[config.mk]
export PLATFORM = sky130hd
export DESIGN_NAME = cmpmx_regs
export DESIGN_NICKNAME = d
export VERILOG_FILES = /design/src/core/cmpmx_pkg.sv /design/src/core/cmpmx_flag_if.sv /design/src/core/cmpmx_regs.sv /design/src/core/cmpmx_edge_flags.sv
export SDC_FILE = /design/constraint.sdc
export NUM_CORES = 1
export LEC_CHECK = 0
export BUFFER_PORTS_ARGS = -buffer_cell sky130_fd_sc_hd__buf_2
export CORE_ASPECT_RATIO = 1.2
export CORE_MARGIN = 2
export CORE_UTILIZATION = 41
export CTS_BUF_LIST = sky130_fd_sc_hd__clkbuf_16
export CTS_CLUSTER_DIAMETER = 150
export DETAILED_ROUTE_END_ITERATION = 6
export PLACE_DENSITY = 0.72
export SLEW_MARGIN = 20
export SYNTH_ARGS = -nofsm -noshare
export SYNTH_HDL_FRONTEND = slang
export SYNTH_SLANG_ARGS = --single-unit
[constraint.sdc]
create_clock -name ref_clk_in -period 1.2 [get_ports ref_clk_in]
set_input_delay 0.24 -clock ref_clk_in [delete_from_list [all_inputs] [get_ports ref_clk_in]]
set_output_delay 0.24 -clock ref_clk_in [all_outputs]
set_load 0.02 [all_outputs]
[src/core/cmpmx_pkg.sv]
// Constants and types shared by the comparator mode and mux register block
package cmpmx_pkg;
    // ==========================================================
    // Register addresses on the special function register bus
    localparam logic [7:0] CMPMX_ADDR_MODE = 8'h9d;
    localparam logic [7:0] CMPMX_ADDR_MUX = 8'h9f;
    // ==========================================================
    // Reset values and writable bit masks
    localparam logic [7:0] CMPMX_MODE_RESET = 8'h02;
    localparam logic [7:0] CMPMX_MUX_RESET = 8'h00;
    localparam logic [7:0] CMPMX_MODE_WMASK = 8'h33;
    localparam logic [7:0] CMPMX_MUX_WMASK = 8'h77;
    // ==========================================================
    // Field positions
    localparam int CMPMX_RISE_IE_BIT = 5;
    localparam int CMPMX_FALL_IE_BIT = 4;
    localparam int CMPMX_RESP_LSB = 0;
    localparam int CMPMX_RESP_W = 2;
    localparam int CMPMX_NEG_LSB = 4;
    localparam int CMPMX_POS_LSB = 0;
    localparam int CMPMX_SEL_W = 3;
    // ==========================================================
    // Input select codes and package sizes
    localparam logic [2:0] CMPMX_SEL_CODE0 = 3'h0;
    localparam logic [2:0] CMPMX_SEL_CODE1 = 3'h1;
    localparam logic [2:0] CMPMX_SEL_CODE2 = 3'h2;
    localparam logic [2:0] CMPMX_SEL_CODE3 = 3'h3;
    localparam int CMPMX_PKG_64 = 64;
    localparam int CMPMX_PKG_48 = 48;
    localparam int CMPMX_PKG_32 = 32;
    localparam int CMPMX_PKG_24 = 24;
    // ==========================================================
    // Response time versus power modes
    typedef enum logic [1:0] {
        CMPMX_RESP_FASTEST = 2'b00,
        CMPMX_RESP_MID1 = 2'b01,
        CMPMX_RESP_MID2 = 2'b10,
        CMPMX_RESP_SLOWEST = 2'b11
    } cmpmx_resp_t;
endpackage

[src/core/cmpmx_flag_if.sv]
// Carrier between the register block and its edge flag unit
`timescale 1ns/10ps
interface cmpmx_flag_if;
    logic cmp_raw;
    logic cmp_enable;
    logic rise_clr;
    logic fall_clr;
    logic cmp_level;
    logic rise_flag;
    logic fall_flag;
    modport flags (input cmp_raw, input cmp_enable, input rise_clr, input fall_clr,
                   output cmp_level, output rise_flag, output fall_flag);
    modport user (output cmp_raw, output cmp_enable, output rise_clr, output fall_clr,
                  input cmp_level, input rise_flag, input fall_flag);
endinterface

[src/core/cmpmx_regs.sv]
// Comparator mode select and input select registers with edge interrupt gating
// Functional notes
// Rising-edge enable gates rising interrupts
// Falling-edge enable gates falling interrupts
// Bits 1:0 set response speed/power mode
// Mode bits 7:6, 3:2 read zero
// Select bits 7 and 3 read zero
// Bits 6:4 choose negative input pin
// Bits 2:0 choose positive input pin
// Small packages: rail pin, internal positive
// Software makes chosen pins analog, skipped
// Software drives internal positive to rail
// Edges set sticky flags until cleared
// Disabled comparator port output reads low
// Interrupt when flag and enable both set
`timescale 1ns/10ps
module cmpmx_regs #(
    parameter int PKG_PINS = 64
) (
    input wire logic ref_clk_in,
    input wire logic nrst_in,
    input wire logic [7:0] sfr_addr_in,
    input wire logic [7:0] sfr_wdata_in,
    input wire logic sfr_wr_in,
    input wire logic sfr_rd_in,
    output logic [7:0] sfr_rdata_out,
    input wire logic cmp_raw_in,
    input wire logic cmp_enable_in,
    input wire logic rise_clr_in,
    input wire logic fall_clr_in,
    output logic cmp_state_out,
    output logic rise_edge_flag_out,
    output logic fall_edge_flag_out,
    output logic irq_out,
    output logic cmp_port_out,
    output logic [1:0] response_mode_out,
    output logic [4:0] neg_sel_out,
    output logic [3:0] pos_sel_out
);
    // ==========================================================
    // Parameter check
    generate
        if (PKG_PINS != cmpmx_pkg::CMPMX_PKG_64 && PKG_PINS != cmpmx_pkg::CMPMX_PKG_48 &&
            PKG_PINS != cmpmx_pkg::CMPMX_PKG_32 && PKG_PINS != cmpmx_pkg::CMPMX_PKG_24)
        begin : g_bad_pkg
            $error("PKG_PINS must be 64, 48, 32 or 24");
        end
    endgenerate

    localparam bit SMALL_PKG = (PKG_PINS == cmpmx_pkg::CMPMX_PKG_32) ||
                               (PKG_PINS == cmpmx_pkg::CMPMX_PKG_24);
    localparam bit FULL_PKG = (PKG_PINS == cmpmx_pkg::CMPMX_PKG_64);

    // ==========================================================
    // Input select decodes
    // Negative: bits 0..3 are the four port pins, bit 4 the rail-sense pin
    function automatic logic [4:0] neg_decode(input logic [2:0] code);
        logic [4:0] sel;
        sel = 5'h00;
        if (SMALL_PKG)
        begin
            if (code == cmpmx_pkg::CMPMX_SEL_CODE3)
                sel = 5'h10;
        end
        else if (code == cmpmx_pkg::CMPMX_SEL_CODE0 || code == cmpmx_pkg::CMPMX_SEL_CODE1)
            sel = 5'h01 << code[1:0];
        else if (FULL_PKG && !code[2])
            sel = 5'h01 << code[1:0];
        return sel;
    endfunction

    // Positive: code 3 stays routed on small parts though it has no pin
    function automatic logic [3:0] pos_decode(input logic [2:0] code);
        logic [3:0] sel;
        sel = 4'h0;
        if (SMALL_PKG)
        begin
            if (code == cmpmx_pkg::CMPMX_SEL_CODE3)
                sel = 4'h8;
        end
        else if (code == cmpmx_pkg::CMPMX_SEL_CODE0 || code == cmpmx_pkg::CMPMX_SEL_CODE1)
            sel = 4'h1 << code[1:0];
        else if (FULL_PKG && !code[2])
            sel = 4'h1 << code[1:0];
        return sel;
    endfunction

    // ==========================================================
    // Edge flag unit
    cmpmx_flag_if fl ();

    assign fl.cmp_raw = cmp_raw_in;
    assign fl.cmp_enable = cmp_enable_in;
    assign fl.rise_clr = rise_clr_in;
    assign fl.fall_clr = fall_clr_in;

    cmpmx_edge_flags u_flags (
        .ref_clk_in(ref_clk_in),
        .nrst_in(nrst_in),
        .fl(fl)
    );

    // ==========================================================
    // Register state
    logic [7:0] mode_reg, mux_reg, rdata;
    logic port_q;
    logic [7:0] next_mode_reg, next_mux_reg, next_rdata;
    logic next_port_q;

    // Write, read and port output next values
    always_comb
    begin
        next_mode_reg = mode_reg;
        next_mux_reg = mux_reg;
        next_rdata = 8'h00;
        // Masked writes keep unused bits at zero for good
        if (sfr_wr_in && sfr_addr_in == cmpmx_pkg::CMPMX_ADDR_MODE)
            next_mode_reg = sfr_wdata_in & cmpmx_pkg::CMPMX_MODE_WMASK;
        else if (sfr_wr_in && sfr_addr_in == cmpmx_pkg::CMPMX_ADDR_MUX)
            next_mux_reg = sfr_wdata_in & cmpmx_pkg::CMPMX_MUX_WMASK;
        // Unmapped reads answer zero
        if (sfr_rd_in && sfr_addr_in == cmpmx_pkg::CMPMX_ADDR_MODE)
            next_rdata = mode_reg & cmpmx_pkg::CMPMX_MODE_WMASK;
        else if (sfr_rd_in && sfr_addr_in == cmpmx_pkg::CMPMX_ADDR_MUX)
            next_rdata = mux_reg & cmpmx_pkg::CMPMX_MUX_WMASK;
        // Powered-down comparator shows low at the port
        next_port_q = cmp_enable_in & fl.cmp_level;
    end

    // Registers only
    always_ff @(posedge ref_clk_in)
    begin
        if (!nrst_in)
        begin
            mode_reg <= cmpmx_pkg::CMPMX_MODE_RESET;
            mux_reg <= cmpmx_pkg::CMPMX_MUX_RESET;
            rdata <= 8'h00;
            port_q <= 1'b0;
        end
        else
        begin
            mode_reg <= next_mode_reg;
            mux_reg <= next_mux_reg;
            rdata <= next_rdata;
            port_q <= next_port_q;
        end
    end

    // ==========================================================
    // Outputs
    logic rise_ie, fall_ie;
    logic [2:0] neg_code, pos_code;

    assign rise_ie = mode_reg[cmpmx_pkg::CMPMX_RISE_IE_BIT];
    assign fall_ie = mode_reg[cmpmx_pkg::CMPMX_FALL_IE_BIT];
    assign neg_code = mux_reg[cmpmx_pkg::CMPMX_NEG_LSB +: cmpmx_pkg::CMPMX_SEL_W];
    assign pos_code = mux_reg[cmpmx_pkg::CMPMX_POS_LSB +: cmpmx_pkg::CMPMX_SEL_W];
    assign sfr_rdata_out = rdata;
    assign cmp_state_out = fl.cmp_level;
    assign rise_edge_flag_out = fl.rise_flag;
    assign fall_edge_flag_out = fl.fall_flag;
    // Masks act on the request only; flags stay readable regardless
    assign irq_out = (fl.rise_flag & rise_ie) | (fl.fall_flag & fall_ie);
    assign cmp_port_out = port_q;
    assign response_mode_out = mode_reg[cmpmx_pkg::CMPMX_RESP_LSB +: cmpmx_pkg::CMPMX_RESP_W];
    assign neg_sel_out = neg_decode(neg_code);
    assign pos_sel_out = pos_decode(pos_code);
endmodule

[src/core/cmpmx_edge_flags.sv]
// Comparator output synchroniser with sticky rising and falling edge flags
`timescale 1ns/10ps
module cmpmx_edge_flags (
    input wire logic ref_clk_in,
    input wire logic nrst_in,
    cmpmx_flag_if.flags fl
);
    // ==========================================================
    // Synchroniser and flag state
    logic sync1, sync2, sync3, level, rise_flag, fall_flag;
    logic next_level, next_rise_flag, next_fall_flag, rise_evt, fall_evt;

    // Level moves only when stages two and three agree
    always_comb
    begin
        next_level = (sync2 == sync3) ? sync3 : level;
        rise_evt = fl.cmp_enable & next_level & ~level;
        fall_evt = fl.cmp_enable & ~next_level & level;
        // Set beats clear so an edge in the clearing cycle survives
        next_rise_flag = rise_evt | (rise_flag & ~fl.rise_clr);
        next_fall_flag = fall_evt | (fall_flag & ~fl.fall_clr);
    end

    // Registers only
    always_ff @(posedge ref_clk_in)
    begin
        if (!nrst_in)
        begin
            sync1 <= 1'b0;
            sync2 <= 1'b0;
            sync3 <= 1'b0;
            level <= 1'b0;
            rise_flag <= 1'b0;
            fall_flag <= 1'b0;
        end
        else
        begin
            sync1 <= fl.cmp_raw;
            sync2 <= sync1;
            sync3 <= sync2;
            level <= next_level;
            rise_flag <= next_rise_flag;
            fall_flag <= next_fall_flag;
        end
    end

    assign fl.cmp_level = level;
    assign fl.rise_flag = rise_flag;
    assign fl.fall_flag = fall_flag;
endmodule

Yosys cells after proc, flatten, opt, wreduce, memory -nomap -nowiden. Cells that the tools add are included.

Equality and inequality tests: 5. Muxes and demuxes: 7. Shifts and indexed selects: 2. Reductions and logical operators: 11. Bitwise gates (word level): 19.

Operator list (number): 8-bit == test, second input constant (2); 6-bit two-way mux (2); 5-bit two-way mux (2); 1-bit bitwise AND (9); 4-bit two-way mux (2); 1-bit inverter (7); 3-bit by 1-bit == test with 1-bit output, second input constant (2); 3-bit logical NOT (2); 1-bit by 2-bit << shifter with 5-bit output, first input constant (1); 1-bit logical AND (4); 1-bit by 2-bit << shifter with 4-bit output, first input constant (1); 1-bit OR (3); 3-bit OR reduction (1); 1-bit logical OR (2); 2-bit AND reduction (1); 2-bit OR reduction (1); 1-bit == test (1); 1-bit two-way mux (1).

Word-level logic and storage cells: 56. Output and inout port bits: 24. Bits of input ports: 24. Flip-flop bits (word level): 25.

Depth between registers and ports, before layout. Gate-level depths: netlist of run 1.

Depth in word-level cells: 6. Depth in mapped cells: 4. Depth with buffers taken out: 3.

By module. From an unflattened synthesis of run 1, not the netlist that was laid out.

Cells, all modules: 100. Area total of the unflattened synthesis: 1026.0 um2.

By module, submodules not included: cmpmx_regs (seq. area each 340.3 um2, instances 1, cells an instance 82, area an instance 824.5 um2); cmpmx_edge_flags (seq. area each 120.1 um2, instances 1, cells an instance 18, area an instance 201.4 um2).

Least setup slack after synthesis of run 1. Ideal clock, no wire load.

Path type: flip-flop to output port. From: register mux_reg[4]. To: output port neg_sel_out[1]. Required time: 0.960 ns. Slack: 0.050 ns. Buffers on the path: 0. Arrival time: 0.910 ns. Cell stages (with the launch flop): 2. Cells stage by stage: dfxtp_1 > nor3b_1.

Cells in the longest elaborated chain, start to end: 3. Elaborated cells on any way between the ends: 6. Classes of those cells: eq/ne (1); shift (1); mux (2); reduce/logical (2).

Ends and longest elaborated chain: start, declared (RTL line cmpmx_regs.sv:105) `logic [7:0] mode_reg, mux_reg, rdata;`; start signal, assigned (RTL line cmpmx_regs.sv:136) `mux_reg <= cmpmx_pkg::CMPMX_MUX_RESET;`; start signal, assigned (RTL line cmpmx_regs.sv:143) `mux_reg <= next_mux_reg;`; 3-bit by 1-bit == test with 1-bit output (tied with other cells) (RTL line cmpmx_regs.sv:65) `else if (code == cmpmx_pkg::CMPMX_SEL_CODE0 || code == cmpmx_pkg::CMPMX_SEL_CODE1)`; 1-bit logical OR or 5-bit two-way mux (tied branches) (RTL line cmpmx_regs.sv:65, cmpmx_regs.sv:67); 5-bit two-way mux (*) (RTL line cmpmx_regs.sv:65); end, declared (RTL line cmpmx_regs.sv:37) `output logic [4:0] neg_sel_out,`.

Mark *: on every way between the ends. The rest lies on a longest branch, timed or not.

Final worst setup path of run 1.
From: register mux_reg[4]. To: output port neg_sel_out[0].

Same word-level chain as after synthesis.

==> impl_metrics.json, run 1 <==
{
  "wl_per_cell_um": 12.13,
  "syn_area_um2": 982.2,
  "netlist_instances": 100,
  "fin_area_um2": 1384,
  "regArea_um2": 484.2,
  "worstPathMaxFanout": 6,
  "cts_tree": "built",
  "vias": 827,
  "final_common_cell": "buf_2",
  "fmax_mhz": 787.5,
  "die_x_um": 48.68,
  "synth_warnings": 0,
  "n_antenna_cell": 0,
  "drt_pass1_iterations": 4,
  "portBuffers": 42,
  "grt_pass1_vias": 757,
  "multi_input_area_um2": 499.2,
  "grt_max_degree": 15,
  "path_buf_inv": 1,
  "dpl.hpwl_um": 1558,
  "grt_pass1_wl_um": 3312,
  "layout.core_utilization_pct": 60.64,
  "worstPathArrival_ns": 1.03,
  "startpoint_type": "flop",
  "place_inst": 170,
  "std_cell_rows": 19,
  "holdPathStages": 2,
  "antenna_found_initial": 0,
  "ys_types": 25,
  "power.total_mw": 1.550,
  "worstSkewPairLatency_ns": 0.25,
  "final_hold_viol_count": 0,
  "hold_end": "u_flags.fl.fall_flag$_SDFF_PN0_",
  "crit_family": "flip-flops",
  "ys_ff_latch": 23,
  "cts_buffer_depth": 2,
  "reg2reg_depth": 3,
  "dp_slack_ns": -0.05712,
  "die_area_um2": 2805,
  "setup_viol": 3,
  "status": "complete, but fails checks",
  "path_cells": "nor3_1, buf_2",
  "avgViaCountPerCell": 4.726,
  "wl_um": 2122,
  "nets": 169,
  "mostFrequentLayoutCells": "34 x buf_2, 18 x nand2_1, 16 x dfxtp_1",
  "cts_num_sinks": 23,
  "fin_crit_sh_pct": 105.8,
  "core-area_um2": 2282,
  "fin_ws_ns": -0.06992,
  "violations": "negative setup slack",
  "fin_crit_ns": 1.270,
  "drv_cap": 0,
  "instances_no_fill": 175,
  "synth.avg_cell_area_um2": 9.822,
  "critPathSlowestCell": "dfxtp_4",
  "grt_usage_pct": 15.22,
  "ir_drop_v": 0.0009202,
  "maxSlewViolCount": 0,
  "start_util_pct": 43.04,
  "power_density_nw_per_um2": 1120,
  "endpoint_kind": "output port",
  "syn_to_final_growth_pct": 40.89,
  "place_congestion": 0.6924,
  "rsz0062_at_grt": "true",
  "seq_area_frac_synth_pct": 46.88,
  "drc": 0,
  "grt_overflow": 0,
  "clk_pin_slew_ns": 0.06,
  "cts-root-buf": "clkbuf_16",
  "fillers": 200,
  "slowest_delay_ns": 0.36,
  "crit_type": "reg -> out",
  "hp-class": "in -> reg",
  "die_h_um": 57.62,
  "cts_htree_levels": 1,
  "cp_data_required_time_ns": 0.96,
  "postRouteAntennaNets": 0,
  "drive_gt1_share_pct": 44.44,
  "worstReg2RegEnd": "sfr_rdata_out[5]$_SDFF_PN0_",
  "numCtsBuffers": 3,
  "p_leak_nw": 0.6808,
  "io_pins": 48,
  "hold_start": "fall_clr_in",
  "finClkSkew_ns": 0.0009819,
  "drt_iter0_drc": 12,
  "worstReg2RegStart": "mux_reg[5]$_SDFFE_PN0P_",
  "r2r_setup_slack_ns": 0.43,
  "dpl-instance-area_um2": 1207
}
[layout make-up]
| cell class | instances | area share (%) |
|---|---|---|
| Timing Repair Buffer | 47 | 20.43 |
| Clock inverter | 1 | 0.2712 |
| Clock buffer | 3 | 5.425 |
| Multi-Input combinational cell | 70 | 36.08 |
| Tap cell | 31 | 2.803 |
| Sequential cell | 23 | 34.99 |
[worst max path at each step]
stage,from,to,cells after the start
floorplan,mux_reg[4]$_SDFFE_PN0P_,neg_sel_out[1],1
global placement,sfr_addr_in[5],mode_reg[0]$_SDFFE_PN0P_,4
detailed placement,sfr_addr_in[5],mode_reg[0]$_SDFFE_PN0P_,4
CTS,mux_reg[5]$_SDFFE_PN0P_,neg_sel_out[2],2
global route,mux_reg[4]$_SDFFE_PN0P_,neg_sel_out[0],2
finish,mux_reg[4]$_SDFFE_PN0P_,neg_sel_out[0],2
[Yosys cell counts]
cell	instances	area (um2)
nor2b_1	2	12.51
nand2_1	18	67.56
a21boi_0	2	15.01
buf_2	1	5.000
nand2b_1	1	6.260
dfxtp_1	23	460.4
clkbuf_1	2	7.510
and2_2	1	7.510
and4b_1	2	20.02
nand4_4	1	21.27
buf_6	1	11.26
buf_4	5	37.54
nand3_1	1	5.000
o21ai_0	2	10.01
and3b_1	3	26.28
mux2i_1	14	140.1
nor2_1	5	18.77
and4_1	2	17.52
conb_1	1	3.750
nor3_1	2	10.01
a22o_1	1	8.760
nor3b_1	4	30.03
nand4b_1	1	8.760
and2_1	4	25.02
and3_1	1	6.260
[per-stage QoR]
step	hold WS, ns	setup TNS [ns]
6_report	0.1878	-0.08015
4_1_cts	0.1877	-0.01699
3_3_place_gp	0.4191	-0.006675
5_1_grt	0.2002	-0.3235
3_5_place_dp	0.4224	-0.1488
2_1_floorplan	0.3510	0
[kinds of logic (layout without fill, tap and decap cells)]
group	Yosys count	count (layout)	share of synthesized area, %
buffers and inverters	9	51	6.242
AO/OA/AOI/OAI	5	5	3.439
flip-flops	23	23	46.88
AND/OR/NAND/NOR	48	48	28.79
other	1	3	0.3818
multiplexers	14	14	14.27
[routing by layer]
metal	wire, um	vias to the layer above	global-route usage [%]
li1	-	422	-
met1	892	369	17.08
met2	1076	31	27.59
met3	116	5	3.093
met4	36	0	7.347
met5	0	-	0
[power by group]
group | internal (mW) | switching (mW) | leakage [nW]
logic | 0.0467 | 0.0492 | 0.447
registers | 0.755 | 0.00330 | 0.191
clock network | 0.444 | 0.252 | 0.0423
total | 1.25 | 0.304 | 0.681
[what timing repair did]
| action | in CTS | in global routing |
|---|---|---|
| setup endpoints to repair | 9 | 9 |
| gates resized for setup | 19 | 12 |
| endpoints found under the hold margin | 0 | 0 |
| setup buffers | 1 | 0 |
| hold buffers | 0 | 0 |
| pin swaps | 0 | 0 |
Note: power is estimated with default switching activity, not from simulation.
==> run 2: changes to the inputs <==
- CORE_MARGIN: 2 -> 5
- clock period: 1.2 -> 1.6 ns (I/O delays scaled with it)
==> impl_metrics.json, run 2 (same netlist as run 1, synthesis figures left out) <==
{
  "slowest_delay_ns": 0.42,
  "layout.core_utilization_pct": 54.80,
  "maxSlewViolCount": 0,
  "vias": 803,
  "die_h_um": 63.62,
  "postCtsSetupRepairBufs": 0,
  "antenna_found_initial": 0,
  "cts_num_sinks": 23,
  "drive_gt1_share_pct": 34.29,
  "cts_htree_levels": 1,
  "power_density_nw_per_um2": 921.4,
  "post_cts_resized": 0,
  "worstSkewPairLatency_ns": 0.25,
  "drv_cap": 0,
  "cp_data_required_time_ns": 1.28,
  "wl_um": 2012,
  "worstSetupStartpoint": "mux_reg[1]$_SDFFE_PN0P_",
  "start_util_pct": 42.59,
  "drt_iter0_drc": 15,
  "fin_crit_ns": 1.436,
  "drc": 0,
  "startpoint_type": "flop",
  "wl_per_cell_um": 11.77,
  "nets": 165,
  "drt_pass1_iterations": 2,
  "std_cell_rows": 19,
  "rsz0062_at_grt": "false",
  "clk_pin_slew_ns": 0.06,
  "crit_family": "flip-flops",
  "fin_area_um2": 1264,
  "crit_type": "reg -> out",
  "cts-root-buf": "clkbuf_16",
  "path_cells": "nor3b_1, buf_2",
  "final_hold_viol_count": 0,
  "instances_no_fill": 171,
  "reg2reg_depth": 2,
  "core-area_um2": 2306,
  "cts_buffer_depth": 2,
  "worstReg2RegStart": "u_flags.fl.cmp_level$_SDFF_PN0_",
  "dpl-instance-area_um2": 1185,
  "critPathSlowestCell": "dfxtp_1",
  "place_congestion": 0.6836,
  "syn_to_final_growth_pct": 28.66,
  "r2r_setup_slack_ns": 0.84,
  "postRouteAntennaNets": 0,
  "fin_setup_tns_ns": 0,
  "status": "completed",
  "worstReg2RegEnd": "u_flags.fl.rise_flag$_SDFF_PN0_",
  "portBuffers": 42,
  "p_leak_nw": 0.6335,
  "mostFrequentLayoutCells": "42 x buf_2, 23 x dfxtp_1, 18 x nand2_1",
  "ir_drop_v": 0.0006509,
  "finClkSkew_ns": 0.001944,
  "place_inst": 167,
  "grt_max_degree": 16,
  "setup_viol": 0,
  "endpoint_kind": "output port",
  "hp-class": "in -> reg",
  "worstPathMaxFanout": 6,
  "power.total_mw": 1.164,
  "path_buf_inv": 1,
  "fin_crit_sh_pct": 89.72,
  "crit_end": "pos_sel_out[2]",
  "grt_pass1_wl_um": 3346,
  "avgViaCountPerCell": 4.696,
  "grt_usage_pct": 13.11,
  "numCtsBuffers": 3,
  "io_pins": 48,
  "cts_tree": "built",
  "fmax_mhz": 696.6,
  "dpl.hpwl_um": 1605,
  "grt_overflow": 0,
  "die_area_um2": 3478,
  "grt_pass1_vias": 787,
  "ctsHoldBuffers": 0,
  "cp.depth": 2,
  "worstPathArrival_ns": 1.12,
  "die_x_um": 54.68,
  "final_common_cell": "buf_2",
  "n_antenna_cell": 0
}
[run 2: changes by cell type in the layout (fill, tap and decap cells not counted), sizes merged]
cell	change
buf	-4
[run 2: power by group]
group / switching, mW / total [mW] / internal, mW
Combinational: 0.0343 / 0.0654 / 0.0312
Clock: 0.187 / 0.520 / 0.333
Sequential: 0.00244 / 0.579 / 0.576
[run 2: worst reg2reg max path, cell delays in order, from the launching register on]
cell and delay (ns):
dfxtp_1 0.33, nand4b_1 0.19, a21boi_0 0.17
[run 2: per-stage QoR]
step           worst slack [ns]  hold slack [ns]
6_report                 0.1644           0.2565
5_1_grt                  0.1445           0.2589
4_1_cts                  0.1734           0.2556
3_5_place_dp             0.1532           0.4245
3_3_place_gp             0.2102           0.4207
2_1_floorplan            0.3695           0.4119
[run 2: how the worst min path moves through the flow]
stage	start	end	slack (ns)	depth (start not counted)
after global placement	u_flags.sync1$_SDFF_PN0_	u_flags.sync2$_SDFF_PN0_	0.42	1
final	fall_clr_in	u_flags.fl.fall_flag$_SDFF_PN0_	0.26	2
after floorplan	u_flags.sync1$_SDFF_PN0_	u_flags.sync2$_SDFF_PN0_	0.41	1
after global routing	fall_clr_in	u_flags.fl.fall_flag$_SDFF_PN0_	0.26	2
after detailed placement	u_flags.sync1$_SDFF_PN0_	u_flags.sync2$_SDFF_PN0_	0.42	1
after CTS	fall_clr_in	u_flags.fl.fall_flag$_SDFF_PN0_	0.26	2
[run 2: area by class of cell]
class	instances	area (um2)
fillers	217	1042
multi-input cells	70	467.9
flip-flops and latches	23	460.4
repair buffers	43	217.7
clock buffers	3	75.07
well taps	31	38.79
clock inverters	1	3.754
[run 2: per-layer routing]
| metal | global-route usage [%] | up-vias | part of all wire (%) |
|---|---|---|---|
| li1 | - | 413 | - |
| met1 | 14.04 | 352 | 40 |
| met2 | 21.30 | 33 | 48 |
| met3 | 4.953 | 5 | 9.5 |
| met4 | 6.854 | 0 | 2.0 |
| met5 | 0 | - | 0 |
==> run 3: changes to the inputs <==
- CORE_UTILIZATION: 41 -> 40
- PLACE_DENSITY: 0.72 -> 0.7
==> impl_metrics.json, run 3 (same netlist as run 1, synthesis figures left out) <==
{
  "mostFrequentLayoutCells": "42 x buf_2, 23 x dfxtp_1, 18 x nand2_1",
  "instances_no_fill": 172,
  "syn_to_final_growth_pct": 29.43,
  "postRouteAntennaNets": 0,
  "worstSkewPairLatency_ns": 0.25,
  "avgViaCountPerCell": 4.791,
  "vias": 824,
  "antenna_found_initial": 0,
  "power.total_mw": 1.165,
  "final_hold_viol_count": 0,
  "post_cts_resized": 0,
  "cts-root-buf": "clkbuf_16",
  "drc": 0,
  "drive_gt1_share_pct": 34.75,
  "p_leak_nw": 0.6388,
  "path_buf_inv": 1,
  "crit_type": "reg -> out",
  "numCtsBuffers": 3,
  "wl_per_cell_um": 12.38,
  "rsz0062_at_grt": "false",
  "fin_setup_tns_ns": 0,
  "maxSlewViolCount": 0,
  "crit_family": "flip-flops",
  "cp_data_required_time_ns": 1.28,
  "finClkSkew_ns": 0.001359,
  "layout.core_utilization_pct": 54.57,
  "setup_viol": 0,
  "startpoint_type": "flop",
  "grt_max_degree": 14,
  "grt_overflow": 0,
  "cts_num_sinks": 23,
  "cts_tree": "built",
  "critPathSlowestCell": "dfxtp_1",
  "grt_pass1_vias": 807,
  "ctsHoldBuffers": 0,
  "fillers": 245,
  "start_util_pct": 42.16,
  "cts_htree_levels": 1,
  "drt_pass1_iterations": 4,
  "hp-class": "in -> reg",
  "wl_um": 2130,
  "endpoint_kind": "output port",
  "die_x_um": 55.24,
  "core-area_um2": 2330,
  "io_pins": 48,
  "clk_pin_slew_ns": 0.06,
  "nets": 166,
  "portBuffers": 42,
  "drv_cap": 0,
  "n_antenna_cell": 0,
  "place_inst": 168,
  "final_common_cell": "buf_2",
  "postCtsSetupRepairBufs": 0,
  "worstPathMaxFanout": 6,
  "grt_usage_pct": 12.04,
  "fmax_mhz": 736.5,
  "power_density_nw_per_um2": 916.2,
  "status": "completed",
  "dpl.hpwl_um": 1681,
  "cts_buffer_depth": 2,
  "fin_crit_sh_pct": 84.86,
  "std_cell_rows": 19,
  "drt_iter0_drc": 7,
  "ir_drop_v": 0.0006359,
  "die_area_um2": 3551,
  "worstPathArrival_ns": 1.04,
  "worst_hold_slack_ns": 0.2595,
  "die_h_um": 64.28,
  "fin_crit_ns": 1.358,
  "place_congestion": 0.7296,
  "path_cells": "nor3b_1, buf_2",
  "slowest_delay_ns": 0.40,
  "grt_pass1_wl_um": 3436
}
-- run 3: final timing paths --
path / startpoint / slack, ns / to / cells past startpoint
min reg2reg: u_flags.sync1$_SDFF_PN0_ / 0.43 / u_flags.sync2$_SDFF_PN0_ / 1
max reg2reg: u_flags.sync2$_SDFF_PN0_ / 0.87 / u_flags.fl.rise_flag$_SDFF_PN0_ / 2
max: mux_reg[4]$_SDFFE_PN0P_ / 0.24 / neg_sel_out[1] / 2
min: fall_clr_in / 0.26 / u_flags.fl.fall_flag$_SDFF_PN0_ / 2
-- run 3: power breakdown --
group | switching (mW) | total [mW] | leakage [nW] | internal [mW]
Combinational | 0.0346 | 0.0666 | 0.411 | 0.0319
Sequential | 0.00253 | 0.579 | 0.186 | 0.576
Clock | 0.187 | 0.519 | 0.0423 | 0.333
Total | 0.224 | 1.16 | 0.639 | 0.941
-- run 3: final cells by class --
type / instances / area, um2 / area share, %
Timing Repair Buffer: 44 / 225.2 / 17.72
Clock inverter: 1 / 3.754 / 0.2953
Sequential cell: 23 / 460.4 / 36.22
Multi-Input combinational cell: 70 / 467.9 / 36.81
Tap cell: 31 / 38.79 / 3.051
Clock buffer: 3 / 75.07 / 5.906
-- run 3: worst register-to-register path: cells and delay by family, from the launching register on --
kind / cells / cell delay, ns
flip-flops: 1 / 0.38
AND/OR/NAND/NOR: 1 / 0.12
AO/OA/AOI/OAI: 1 / 0.16
-- run 3: metrics by stage --
stage / setup WS [ns] / area [um2]
floorplan: 0.3695 / 989.7
global placement: 0.2290 / 1192
detailed placement: 0.1941 / 1192
CTS: 0.2402 / 1271
global route: 0.1287 / 1271
finish: 0.2423 / 1271
-- run 3: layer usage --
metal	GRT usage, %	part of all wire, %	up-vias
li1	-	-	417
met1	11.57	38	374
met2	21.75	51	29
met3	4.829	8.9	4
met4	6.687	1.8	0
met5	0	0	-
